[config.mk]
export PLATFORM = sky130hd
export DESIGN_NAME = digital_input_object_map
export DESIGN_NICKNAME = d
export VERILOG_FILES = /design/src/dio_map_pkg.sv /design/src/input_conditioner.sv /design/src/digital_input_object_map.sv
export SDC_FILE = /design/constraint.sdc
export NUM_CORES = 1
export LEC_CHECK = 0
export BUFFER_PORTS_ARGS = -buffer_cell sky130_fd_sc_hd__buf_2
export CORE_ASPECT_RATIO = 1.1
export CORE_MARGIN = 2
export CORE_UTILIZATION = 50
export DETAILED_ROUTE_END_ITERATION = 8
export HOLD_SLACK_MARGIN = 0.15
export PLACE_DENSITY = 0.8
export SLEW_MARGIN = 20
export SYNTH_ARGS = -nofsm -noshare
export SYNTH_HDL_FRONTEND = slang
export SYNTH_HIERARCHICAL = 1
export SYNTH_SLANG_ARGS = --single-unit
[constraint.sdc]
create_clock -name clock -period 2.65 [get_ports clock]
set_input_delay 0.3975 -clock clock [delete_from_list [all_inputs] [get_ports clock]]
set_output_delay 0.3975 -clock clock [all_outputs]
set_load 0.05 [all_outputs]
[src/dio_map_pkg.sv]
// Purpose: Shared constants and carriers for the digital input object map
// Assumes: Object index plus sub-index form the register address
// Notes: Word objects use sub-index 1 only

package dio_map_pkg;

  // ----------------------------------------
  // Object indices
  // ----------------------------------------
  localparam logic [15:0] OBJ_DIAG_SEL = 16'h2000;
  localparam logic [15:0] OBJ_DIR_SEL = 16'h2001;
  localparam logic [15:0] OBJ_IN_BYTES = 16'h6000;
  localparam logic [15:0] OBJ_IN_WORD = 16'h6100;
  localparam logic [15:0] OBJ_POLARITY = 16'h6102;
  localparam logic [15:0] OBJ_MASKING = 16'h6103;

  // ----------------------------------------
  // Sub-indices and field layout
  // ----------------------------------------
  localparam logic [7:0] SUB_LOW = 8'h01;
  localparam logic [7:0] SUB_HIGH = 8'h02;
  localparam int LOW_LSB = 0;
  localparam int HIGH_LSB = 8;
  localparam int CH_PER_GROUP = 8;

  // ----------------------------------------
  // Reset values and unmapped read value
  // ----------------------------------------
  localparam logic [7:0] DIAG_SEL_RST = 8'h00;
  localparam logic [7:0] DIR_SEL_RST = 8'h00;
  localparam logic [15:0] POLARITY_RST = 16'h0000;
  localparam logic [15:0] MASKING_RST = 16'h0000;
  localparam logic [15:0] READ_UNMAPPED = 16'h0000;

  // ----------------------------------------
  // Carriers
  // ----------------------------------------
  typedef struct packed {
    logic rd;
    logic wr;
    logic [15:0] index;
    logic [7:0] sub;
    logic [15:0] wdata;
  } obj_req_t;

  typedef struct packed {
    logic ack;
    logic err;
    logic [15:0] rdata;
  } obj_rsp_t;

  typedef enum logic [1:0] {
    RSP_IDLE = 2'b00,
    RSP_DONE = 2'b01
  } rsp_state_t;

endpackage

[src/input_conditioner.sv]
// Purpose: Synchronise, invert and freeze one group of input pins
// Assumes: Pins are asynchronous to clock
// Notes: Frozen bits keep the last conditioned value unless valid is low, which forces them to zero

`timescale 1ns/1ps

module input_conditioner #(
  parameter int WIDTH = 8
) (
  // Clock and reset
  input wire logic clock,
  input wire logic nrst,
  // Pins and controls
  input wire logic [WIDTH-1:0] pin,
  input wire logic [WIDTH-1:0] invert,
  input wire logic [WIDTH-1:0] freeze,
  input wire logic [WIDTH-1:0] valid,
  // Result
  output logic [WIDTH-1:0] state
);

  typedef struct packed {
    logic [WIDTH-1:0] sync1;
    logic [WIDTH-1:0] sync2;
    logic [WIDTH-1:0] held;
  } cond_t;

  cond_t st_r;
  cond_t st_nxt;

  always_comb begin
    st_nxt = st_r;
    st_nxt.sync1 = pin;
    st_nxt.sync2 = st_r.sync1;
    for (int i = 0; i < WIDTH; i++) begin
      // Output channels report zero so a stale input level never leaks out
      if (!valid[i]) begin
        st_nxt.held[i] = 1'b0;
      end else if (!freeze[i]) begin
        st_nxt.held[i] = st_r.sync2[i] ^ invert[i];
      end
    end
  end

  always_ff @(posedge clock or negedge nrst) begin
    if (!nrst) begin
      st_r <= '0;
    end else begin
      st_r <= st_nxt;
    end
  end

  assign state = st_r.held;

endmodule

[src/digital_input_object_map.sv]
// Purpose: Input object dictionary entries of a 16 channel splitter box
// Assumes: Master drives one-cycle rd or wr strobes on the object port
// Notes: Answer comes one cycle after the strobe
//
// Operation
// - Each diagnostics selection bit picks plain or diagnostics input, channels 10-17.
// - Diagnostics selection is a single byte covering channels 10 to 17 only.
// - Byte input sub-index 1 reports channels 0-7 configured as inputs.
// - Byte input sub-index 2 reports channels 10-17, plain or diagnostics per selection.
// - Word input holds channels 0-7 in bits 0-7, 10-17 in bits 8-15.
// - Byte input sub-index 1 always equals low byte of word input.
// - Sixteen bit polarity word, per channel, applies to selected input function.
// - Sixteen bit masking word, per channel, covers plain and diagnostics inputs.
// - Channels 0-7 set as outputs carry no input meaning in input objects.
// - Word, polarity, masking are 16-bit; selection and byte input are bytes.
// - Direction selection holds one bit per channel 0-7, input or output.

`timescale 1ns/1ps

module digital_input_object_map (
  // Clock and reset
  input wire logic clock,
  input wire logic nrst,
  // Object access from the network master
  input wire dio_map_pkg::obj_req_t req,
  output dio_map_pkg::obj_rsp_t rsp,
  // Channel pins
  input wire logic [7:0] pin_low,
  input wire logic [7:0] pin_high_plain,
  input wire logic [7:0] pin_high_diag,
  // Direction towards the output side of the unit
  output logic [7:0] channel_is_output
);

  // ----------------------------------------
  // State
  // ----------------------------------------
  typedef struct packed {
    logic [7:0] diag_function_select;
    logic [7:0] direction_select;
    logic [15:0] input_polarity_word;
    logic [15:0] input_masking_word;
    dio_map_pkg::rsp_state_t phase;
    dio_map_pkg::obj_rsp_t rsp;
    logic [7:0] plain_s1;
    logic [7:0] plain_s2;
    logic [7:0] diag_s1;
    logic [7:0] diag_s2;
    logic [7:0] high_held;
  } map_t;

  map_t st_r;
  map_t st_nxt;

  logic [7:0] low_state;
  logic [7:0] high_state;
  logic [7:0] high_sync_sel;
  logic [15:0] input_state_word;
  logic [7:0] low_valid;

  function automatic logic hit(input dio_map_pkg::obj_req_t r, input logic [15:0] idx,
                               input logic [7:0] sub);
    hit = (r.index == idx) && (r.sub == sub);
  endfunction

  // ----------------------------------------
  // Channel conditioning
  // ----------------------------------------
  assign low_valid = ~st_r.direction_select;

  input_conditioner #(.WIDTH(dio_map_pkg::CH_PER_GROUP)) u_low (
    .clock(clock),
    .nrst(nrst),
    .pin(pin_low),
    .invert(st_r.input_polarity_word[7:0]),
    .freeze(st_r.input_masking_word[7:0]),
    .valid(low_valid),
    .state(low_state)
  );

  // Both high pin sets are synchronised before the selection mux, so a
  // change of selection never exposes an unsynchronised level.
  always_comb begin
    for (int i = 0; i < dio_map_pkg::CH_PER_GROUP; i++) begin
      high_sync_sel[i] = st_r.diag_function_select[i] ?
                         st_r.diag_s2[i] : st_r.plain_s2[i];
    end
  end

  assign high_state = st_r.high_held;
  // Output channels are cleared here too, so a read right after a direction
  // change already shows zero instead of the last input level
  assign input_state_word = {high_state, low_state & low_valid};

  // ----------------------------------------
  // Object access
  // ----------------------------------------
  always_comb begin
    st_nxt = st_r;
    // Two-stage synchronisers on both high pin sets
    st_nxt.plain_s1 = pin_high_plain;
    st_nxt.plain_s2 = st_r.plain_s1;
    st_nxt.diag_s1 = pin_high_diag;
    st_nxt.diag_s2 = st_r.diag_s1;
    for (int i = 0; i < dio_map_pkg::CH_PER_GROUP; i++) begin
      if (!st_r.input_masking_word[dio_map_pkg::HIGH_LSB+i]) begin
        st_nxt.high_held[i] = high_sync_sel[i] ^
                              st_r.input_polarity_word[dio_map_pkg::HIGH_LSB+i];
      end
    end
    st_nxt.rsp = '0;
    st_nxt.phase = dio_map_pkg::RSP_IDLE;
    if (req.wr) begin
      st_nxt.phase = dio_map_pkg::RSP_DONE;
      st_nxt.rsp.ack = 1'b1;
      if (hit(req, dio_map_pkg::OBJ_DIAG_SEL, dio_map_pkg::SUB_LOW)) begin
        st_nxt.diag_function_select = req.wdata[7:0];
      end else if (hit(req, dio_map_pkg::OBJ_DIR_SEL, dio_map_pkg::SUB_LOW)) begin
        st_nxt.direction_select = req.wdata[7:0];
      end else if (hit(req, dio_map_pkg::OBJ_POLARITY, dio_map_pkg::SUB_LOW)) begin
        st_nxt.input_polarity_word = req.wdata;
      end else if (hit(req, dio_map_pkg::OBJ_MASKING, dio_map_pkg::SUB_LOW)) begin
        st_nxt.input_masking_word = req.wdata;
      end else begin
        // Read-only and unknown objects refuse writes
        st_nxt.rsp.err = 1'b1;
      end
    end else if (req.rd) begin
      st_nxt.phase = dio_map_pkg::RSP_DONE;
      st_nxt.rsp.ack = 1'b1;
      if (hit(req, dio_map_pkg::OBJ_DIAG_SEL, dio_map_pkg::SUB_LOW)) begin
        st_nxt.rsp.rdata = {8'h00, st_r.diag_function_select};
      end else if (hit(req, dio_map_pkg::OBJ_DIR_SEL, dio_map_pkg::SUB_LOW)) begin
        st_nxt.rsp.rdata = {8'h00, st_r.direction_select};
      end else if (hit(req, dio_map_pkg::OBJ_DIR_SEL, dio_map_pkg::SUB_HIGH)) begin
        st_nxt.rsp.rdata = dio_map_pkg::READ_UNMAPPED;
      end else if (hit(req, dio_map_pkg::OBJ_IN_BYTES, dio_map_pkg::SUB_LOW)) begin
        st_nxt.rsp.rdata = {8'h00, input_state_word[7:0]};
      end else if (hit(req, dio_map_pkg::OBJ_IN_BYTES, dio_map_pkg::SUB_HIGH)) begin
        st_nxt.rsp.rdata = {8'h00, input_state_word[15:8]};
      end else if (hit(req, dio_map_pkg::OBJ_IN_WORD, dio_map_pkg::SUB_LOW)) begin
        st_nxt.rsp.rdata = input_state_word;
      end else if (hit(req, dio_map_pkg::OBJ_POLARITY, dio_map_pkg::SUB_LOW)) begin
        // Output channel bits read as zero
        st_nxt.rsp.rdata = st_r.input_polarity_word & {8'hFF, low_valid};
      end else if (hit(req, dio_map_pkg::OBJ_MASKING, dio_map_pkg::SUB_LOW)) begin
        st_nxt.rsp.rdata = st_r.input_masking_word & {8'hFF, low_valid};
      end else begin
        st_nxt.rsp.err = 1'b1;
        st_nxt.rsp.rdata = dio_map_pkg::READ_UNMAPPED;
      end
    end
  end

  always_ff @(posedge clock or negedge nrst) begin
    if (!nrst) begin
      st_r.diag_function_select <= dio_map_pkg::DIAG_SEL_RST;
      st_r.direction_select <= dio_map_pkg::DIR_SEL_RST;
      st_r.input_polarity_word <= dio_map_pkg::POLARITY_RST;
      st_r.input_masking_word <= dio_map_pkg::MASKING_RST;
      st_r.phase <= dio_map_pkg::RSP_IDLE;
      st_r.rsp <= '0;
      st_r.plain_s1 <= 8'h00;
      st_r.plain_s2 <= 8'h00;
      st_r.diag_s1 <= 8'h00;
      st_r.diag_s2 <= 8'h00;
      st_r.high_held <= 8'h00;
    end else begin
      st_r <= st_nxt;
    end
  end

  assign rsp = st_r.rsp;
  assign channel_is_output = st_r.direction_select;

endmodule

==> metrics.md, run 1 <==
| Metric | Value |
|---|---|
| Crit Path Max Fanout | `16` |
| Startpoint types | `input port` |
| Die width | `105 um` |
| Placed instance count | `between 600 and 700` |
| Core area | `11000 um2` |
| # diodes | `0` |
| PwrDens | `643 nW/um2` |
| VDD IR max | `a little under 0.0004 V` |
| Vias per inst | `about 5.5` |
| Worst path max stage delay | `0.59 ns` |
| Top cells by area, synth | `dfrtp_1 (58%), mux2_2 (10%), buf_4 (4.5%), mux2i_1 (2.8%), mux2_4 (2.7%)` |
| Final max-slew violation count | `0` |
| Synth-to-layout area growth | `25.1%` |
| Post-synth top area share | `0.577` |
| Slew @ Worst Pin | `roughly 0.74 ns` |
| Slowest-stage cell, CP | `or4b_1` |
| Final worst hold slack | `approximately 0.21 ns` |
| Post-route ant nets | `0` |
| Nets | `roughly 630` |
| Dominant synthesized flop cell | `dfrtp_1` |
| Post-Layout Cell Count | `slightly above 700` |
| #FFs+latches synth | `130` |
| DRC errors left | `0` |
| Starting Density | `0.514` |
| Max_slew headroom | `0.503` |
| I/O pin cnt | `94` |
| Sequential area share after synthesis | `0.577` |
| Max Freq | `about 0.44 GHz` |
| Max_cap viols | `0` |
| Crit path cell chain | `buf_2, or4_4, or4_1, or4b_1, buf_12, mux2_4` |
| Distinct cells, synth | `39` |
| Initial antenna violation count | `0` |
| CTS tree | `built` |
| Min Tclk post-route | `~2.3 ns` |
| Root buffer cell | `clkbuf_16` |
| Average size of a mapped cell | `around 13 um2` |
| Hold Vio Cnt, Final | `0` |
| Total gr overflow | `0` |
| Critical path endpoint category | `register` |
| EDFF count, synth | `0` |
| Setup-failing EPs final | `0` |
| CTS Buf Count | `17` |
| Final period utilization | `0.862` |
| Syn_nets | `511` |
| Netlist Area Pre-Place | `5640 um2` |
| Number of global-route vias before repair | `slightly above 4000` |
| Gr usage total | `0.225` |
| First-pass GRT wire length | `between 20000 and 25000 um` |
| RSZ-0062 raised after global routing | `no` |
| Clock-pin slew reported for the worst setup and hold paths after clock tree synthesis | `about 0.06 ns` |
| Clock skew | `between 0.009 and 0.01 ns` |
| Setup TNS | `0 ns` |
| DR pass1 iterations | `5` |
| Most instantiated cells after synthesis | `dfrtp_1 (130), mux2_2 (52), buf_4 (34)` |
| Pin count of the biggest net entering global routing | `47` |
| Crit path DAT | `about 2.6 ns` |
| Average wire per standard cell | `17.8 um` |
| Synth warn | `6` |
| Rows | `40` |
| Die area | `12100 um2` |
| CTS Buffer Depth | `2` |
| Status | `finished clean` |
| Dpl hpwl | `8470 um` |
| Clock sinks | `130` |
| Synth Instances | `about 440` |
| Die span in y | `115 um` |
| H-tree Lvls | `4` |
| Via Count | `around 4000` |
| Layout cells sized above 1 | `0.391` |
| Hold Path Class | `input port to register` |
| Dominant cell type by area after synthesis | `dfrtp_1` |
| Port Buffers | `93` |
| Ys async rst share | `1.00` |
| GPL Wtd Cong | `between 0.8 and 0.9` |
| Leak | `between 3 and 4 nW` |
| Final WL | `roughly 13000 um` |
| Req. time, crit path | `a little under 3 ns` |
| Critical path type | `input port to register` |
| Worst-Skew Late Latency | `approximately 0.4 ns` |
| Initial DRC Count | `approximately 340` |
| Top-count cell post-synth | `dfrtp_1` |
==> per-stage QoR <==
step	cell area, um2	power [W]	worst slack (ns)	util
after floorplan	5650	0.00217	-0.0382	-
after global placement	6220	0.00229	-0.0209	0.568
after detailed placement	6220	0.00230	-0.0365	0.568
after CTS	7050	0.00458	0.389	0.644
after global routing	7050	0.00469	0.317	0.644
final	7050	0.00454	0.365	0.644
==> power breakdown <==
group | leakage, nW | internal, W | switching (W) | total (W)
sequential | 1.66 | 0.00204 | 0.0000234 | 0.00206
combinational | 1.47 | 0.000107 | 0.000126 | 0.000233
clock | 0.288 | 0.00144 | 0.000799 | 0.00224
==> logic make-up after synthesis <==
| group | after synthesis | share of synthesized area |
|---|---|---|
| flops | 130 | 0.577 |
| simple gates | 89 | 0.0894 |
| mux | 78 | 0.159 |
| compound gates | 72 | 0.0843 |
| buf+inv | 58 | 0.0657 |
| xor+xnor | 16 | 0.0248 |
==> registers in the layout, summed over array words and instances (netlist names) <==
| name | flops |
|---|---|
| high_state | 8 |
| st_r | 56 |
| u_low/state | 8 |
| u_low/st_nxt | 8 |
| u_low/st_r | 8 |
| rsp | 18 |
| channel_is_output | 8 |
| st_nxt | 16 |
==> cells in the final DEF, fill, tap and decap left out, types with 12 or more instances in the layout <==
cell	n
buf_2	92
a22oi_1	14
nand2_1	14
o21ai_0	22
a21oi_1	14
dfrtp_1	130
xor2_1	16
mux2_2	52
mux2i_1	16
nand2b_1	12
clkbuf_16	17
nor2_1	12
buf_4	31
dlygate4sd3_1	25
==> routing by layer <==
layer,vias to the layer above,part of all wire,track usage
li1,1783,-,-
met2,191,0.49,0.368
met4,0,0.027,0.123
met5,-,0,0
met3,36,0.077,0.0578
met1,1980,0.41,0.274
==> timing repair <==
item                                    in CTS  in global routing
setup buffers                                0                  0
resized for setup                            0                  0
endpoints found under the setup margin       0                  0
endpoints found under the hold margin       67                  0
hold buffers                                25                  0
==> worst paths after layout <==
path                                   endpoint  cells past startpoint                             start  slack (ns)
setup / recovery           st_r[87]$_DFFE_PN0P_                      6                           req[28]        0.36
hold / removal                rsp[17]$_DFF_PN0_                      2                           req[41]        0.21
setup reg to reg               rsp[1]$_DFF_PN0_                      6  channel_is_output[1]$_DFFE_PN0P_        1.19
hold reg to reg              st_r[15]$_DFF_PN0_                      0              st_nxt[15]$_DFF_PN0_        0.35
max in group asynchronous  st_r[75]$_DFFE_PN0P_                      3                              nrst        1.43
min in group asynchronous  st_nxt[30]$_DFF_PN0_                      2                              nrst        0.52
==> cell type report <==
class	instances	area, um2
Fill cell	793	3910
Sequential cell	130	3250
Multi-Input combinational cell	255	2020
Timing Repair Buffer	150	983
Clock buffer	21	470
Tap cell	147	184
Clock inverter	11	110
Inverter	9	33.8
==> critical path: cells and delay by family <==
family	cells	cell delay, ns
simple gates	3	1.57
buf+inv	2	0.30
mux	1	0.30
Power figures use the tool's default switching activity.
==> inputs of run 2 (changes only) <==
--- a/config.mk
+++ b/config.mk
@@ -5,6 +5,7 @@
 export SDC_FILE = /design/constraint.sdc
 export NUM_CORES = 1
 export LEC_CHECK = 0
+export ABC_AREA = 1
 export BUFFER_PORTS_ARGS = -buffer_cell sky130_fd_sc_hd__buf_2
 export CORE_ASPECT_RATIO = 1.1
 export CORE_MARGIN = 2
==> run 2 against run 1 <==
- wire length up 5.8%
- non-clock buffer count down 26
- combinational power up 5%
- critical path type unchanged
==> metrics.md, run 2 <==
| Metric | Value |
|---|---|
| H-tree Lvls | `4 (unchanged)` |
| WHS Path Cells | `3 (was 2)` |
| Initial DRC Count | `383 (was 339)` |
| Pin count of the biggest net entering global routing | `51 (was 47)` |
| First-pass GRT wire length | `22100 um (was 20700 um)` |
| Placed instance count | `887 (was 666)` |
| Max Freq | `0.554 GHz (was 0.438 GHz)` |
| Nets | `845 (was 631)` |
| Clock skew | `0.00487 ns (was 0.00943 ns)` |
| CTS Buf Count | `17 (unchanged)` |
| Die span in y | `120 um (was 115 um)` |
| Vias per inst | `5.02 (was 5.52)` |
| Dpl hpwl | `9050 um (was 8470 um)` |
| Syn_nets | `749 (was 511)` |
| Commonest non-fill, non-tap cell in the layout | `nand2_1 (was dfrtp_1)` |
| Max_slew headroom | `0.559 (was 0.503)` |
| Ys async rst share | `1.00 (unchanged)` |
| #FFs+latches synth | `130 (unchanged)` |
| Global Route met2 Usage | `0.368 (about the same)` |
| Crit path cell chain | `buf_2, inv_1, nand2_1, nor2_2, nand2_2, nor2_1, nand2_2, nor2_2, nand2_1, nand2_1, o21ai_1 (was buf_2, or4_4, or4_1, or4b_1, buf_12, mux2_4)` |
| Worst path max stage delay | `0.44 ns (was 0.59 ns)` |
| Clock sinks | `130 (unchanged)` |
| Dominant synthesized flop cell | `dfrtp_1 (unchanged)` |
| Post-Layout Cell Count | `944 (was 723)` |
| Via Count | `4743 (was 3990)` |
| Top-count cell post-synth | `nand2_1 (was dfrtp_1)` |
| Grt met3 use | `0.0588 (was 0.0578)` |
| I/O pin cnt | `94 (unchanged)` |
| Gr usage total | `0.223 (was 0.225)` |
| DRC errors left | `0 (unchanged)` |
| DR pass1 iterations | `5 (unchanged)` |
| Die area | `13200 um2 (was 12100 um2)` |
| Port Buffers | `93 (unchanged)` |
| Req. time, crit path | `2.92 ns (was 2.94 ns)` |
| PwrDens | `652 nW/um2 (was 643 nW/um2)` |
| Leak | `3.79 nW (was 3.42 nW)` |
| Final WL | `13600 um (was 12900 um)` |
| Max_cap viols | `0 (unchanged)` |
| Die width | `110 um (was 105 um)` |
| Initial antenna violation count | `0 (unchanged)` |
| Starting Density | `0.512 (was 0.514)` |
| Worst-Skew Late Latency | `0.41 ns (about the same)` |
| Startpoint types | `input port (unchanged)` |
| Setup-failing EPs final | `0 (unchanged)` |
| Final max-slew violation count | `0 (unchanged)` |
| Buffers & Inverters on Critical Path | `2 (unchanged)` |
| Core area | `12000 um2 (was 11000 um2)` |
| Multi-input logic area | `2020 um2 (about the same)` |
| Number of global-route vias before repair | `4665 (was 4154)` |
| Top cells by area, synth | `dfrtp_1 (53%), nand2_1 (8.5%), inv_1 (6.7%), buf_4 (4.3%), o21ai_0 (3.9%) (was dfrtp_1 (58%), mux2_2 (10%), buf_4 (4.5%), mux2i_1 (2.8%), mux2_4 (2.7%))` |
| Root buffer cell | `clkbuf_16 (unchanged)` |
| # diodes | `0 (unchanged)` |
| Critical path type | `input port to register (unchanged)` |
| Sequential area share after synthesis | `0.528 (was 0.577)` |
| Crit path DAT | `2.08 ns (was 2.57 ns)` |
| Final period utilization | `0.682 (was 0.862)` |
| Cell mode on critical path | `nand2_1` |
| Worst Reg2Reg Path Length in Cells | `11 (was 6)` |
| Slowest-stage cell, CP | `nand2_1 (was or4b_1)` |
| Synth-to-layout area growth | `20.0% (was 25.1%)` |
| Average wire per standard cell | `14.4 um (was 17.8 um)` |
| CP top delay family | `simple AND/OR/NAND/NOR gates (unchanged)` |
| CTS Buffer Depth | `2 (unchanged)` |
| Hold Vio Cnt, Final | `0 (unchanged)` |
| Min Tclk post-route | `1.81 ns (was 2.29 ns)` |
| Average size of a mapped cell | `9.05 um2 (was 12.7 um2)` |
| RSZ-0062 raised after global routing | `no (unchanged)` |
| Rows | `42 (was 40)` |
| Distinct cells, synth | `34 (was 39)` |
| Setup TNS | `0 ns (unchanged)` |
| Hold Path Class | `input port to register (unchanged)` |
| Most instantiated cells after synthesis | `nand2_1 (140), dfrtp_1 (130), inv_1 (110) (was dfrtp_1 (130), mux2_2 (52), buf_4 (34))` |
| Critical path endpoint category | `register (unchanged)` |
| Synth Instances | `681 (was 443)` |
| Synth warn | `6 (unchanged)` |
| Crit Path Max Fanout | `17 (was 16)` |
| Register Area | `3250 um2 (unchanged)` |
| Post-synth top area share | `0.528 (was 0.577)` |
| Status | `finished clean (unchanged)` |
| Commonest non-fill, non-tap cells in the layout | `nand2_1 (140), dfrtp_1 (130), inv_1 (110) (was dfrtp_1 (130), buf_2 (92), mux2_2 (52))` |
| Dominant cell type by area after synthesis | `dfrtp_1 (unchanged)` |
| Total gr overflow | `0 (unchanged)` |
| CTS tree | `built (unchanged)` |
| Top reg by flops | `st_r (unchanged)` |
| Layout cells sized above 1 | `0.262 (was 0.391)` |
| Slew @ Worst Pin | `0.661 ns (was 0.739 ns)` |
| Met1 GRT Util | `0.272 (was 0.274)` |
| Clock-pin slew reported for the worst setup and hold paths after clock tree synthesis | `0.06 ns (about the same)` |
| EDFF count, synth | `0 (unchanged)` |
| Post-route ant nets | `0 (unchanged)` |
| GPL Wtd Cong | `0.891 (was 0.900)` |
| Max reg flops | `56 (unchanged)` |
| Stages on worst setup path | `11 (was 6)` |
| Netlist Area Pre-Place | `6160 um2 (was 5640 um2)` |
| Top Usage Layer GRT | `met2 (unchanged)` |
| VDD IR max | `0.000364 V (was 0.000397 V)` |
| Setup bufs post-CTS | `0 (unchanged)` |
| FILL cells | `995 (was 793)` |
[run 2: changes by cell type after synthesis, sizes merged, moves of 20 or more]
cell	previous run	this run
a21oi	14	34
inv	9	121
mux2	62	0
nand2	14	168
nor2	12	39
o21ai	22	86
[run 2: metrics by stage]
stage          utilization  setup WS, ns  power (W)  area (um2)  hold slack (ns)
6_report             0.615         0.844    0.00482        7400            0.227
5_1_grt              0.615         0.605    0.00498        7400            0.257
4_1_cts              0.615         0.882    0.00485        7400            0.218
3_5_place_dp         0.540         0.478    0.00231        6500            0.335
3_3_place_gp         0.540         0.557    0.00230        6500            0.332
2_1_floorplan            -         0.989    0.00220        6160            0.102
[run 2: worst paths after layout]
check,startpoint,endpoint,slack (ns)
max in group asynchronous,nrst,u_low/st_r[14]$_DFF_PN0_,1.43
hold / removal,req[41],rsp[17]$_DFF_PN0_,0.23
min in group asynchronous,nrst,u_low/st_nxt[12]$_DFF_PN0_,0.56
setup reg to reg,channel_is_output[4]$_DFFE_PN0P_,rsp[4]$_DFF_PN0_,1.20
setup / recovery,req[17],st_r[104]$_DFFE_PN0P_,0.84
hold reg to reg,u_low/st_nxt[12]$_DFF_PN0_,u_low/st_r[12]$_DFF_PN0_,0.34
[run 2: logic make-up after synthesis]
logic type | synth area share
buffers and inverters | 0.144
XOR/XNOR | 0.0114
AO/OA/AOI/OAI | 0.129
AND/OR/NAND/NOR | 0.188
flip-flops | 0.528
[run 2: power by group]
group | switching, W | internal, W
Sequential | 0.0000188 | 0.00204
Combinational | 0.000146 | 0.0000978
Clock | 0.000817 | 0.00170
Total | 0.000982 | 0.00384
[run 2: final cells by class]
class                           instances  area share
Sequential cell                       130       0.440
Multi-Input combinational cell        382       0.274
Timing Repair Buffer                  124       0.108
Clock buffer                           25      0.0683
Inverter                              122      0.0644
Tap cell                              154      0.0260
Clock inverter                          7      0.0195
[run 2: tightest hold or removal path, delay by kind of cell]
kind,cells,cell delay (ns)
buffers and inverters,2,0.15
and+or+nand+nor,1,0.07
[run 2: what timing repair did]
action	in CTS	in global routing
hold endpoints to repair	71	0
gates resized for setup	0	0
setup endpoints to repair	0	0
hold buffers	25	0
[run 2: metal layers]
layer | vias to the layer above | wire length (um)
met4 | 0 | 414
met3 | 36 | 893
met5 | - | 0
li1 | 2301 | -
met1 | 2224 | 5450
met2 | 182 | 6840
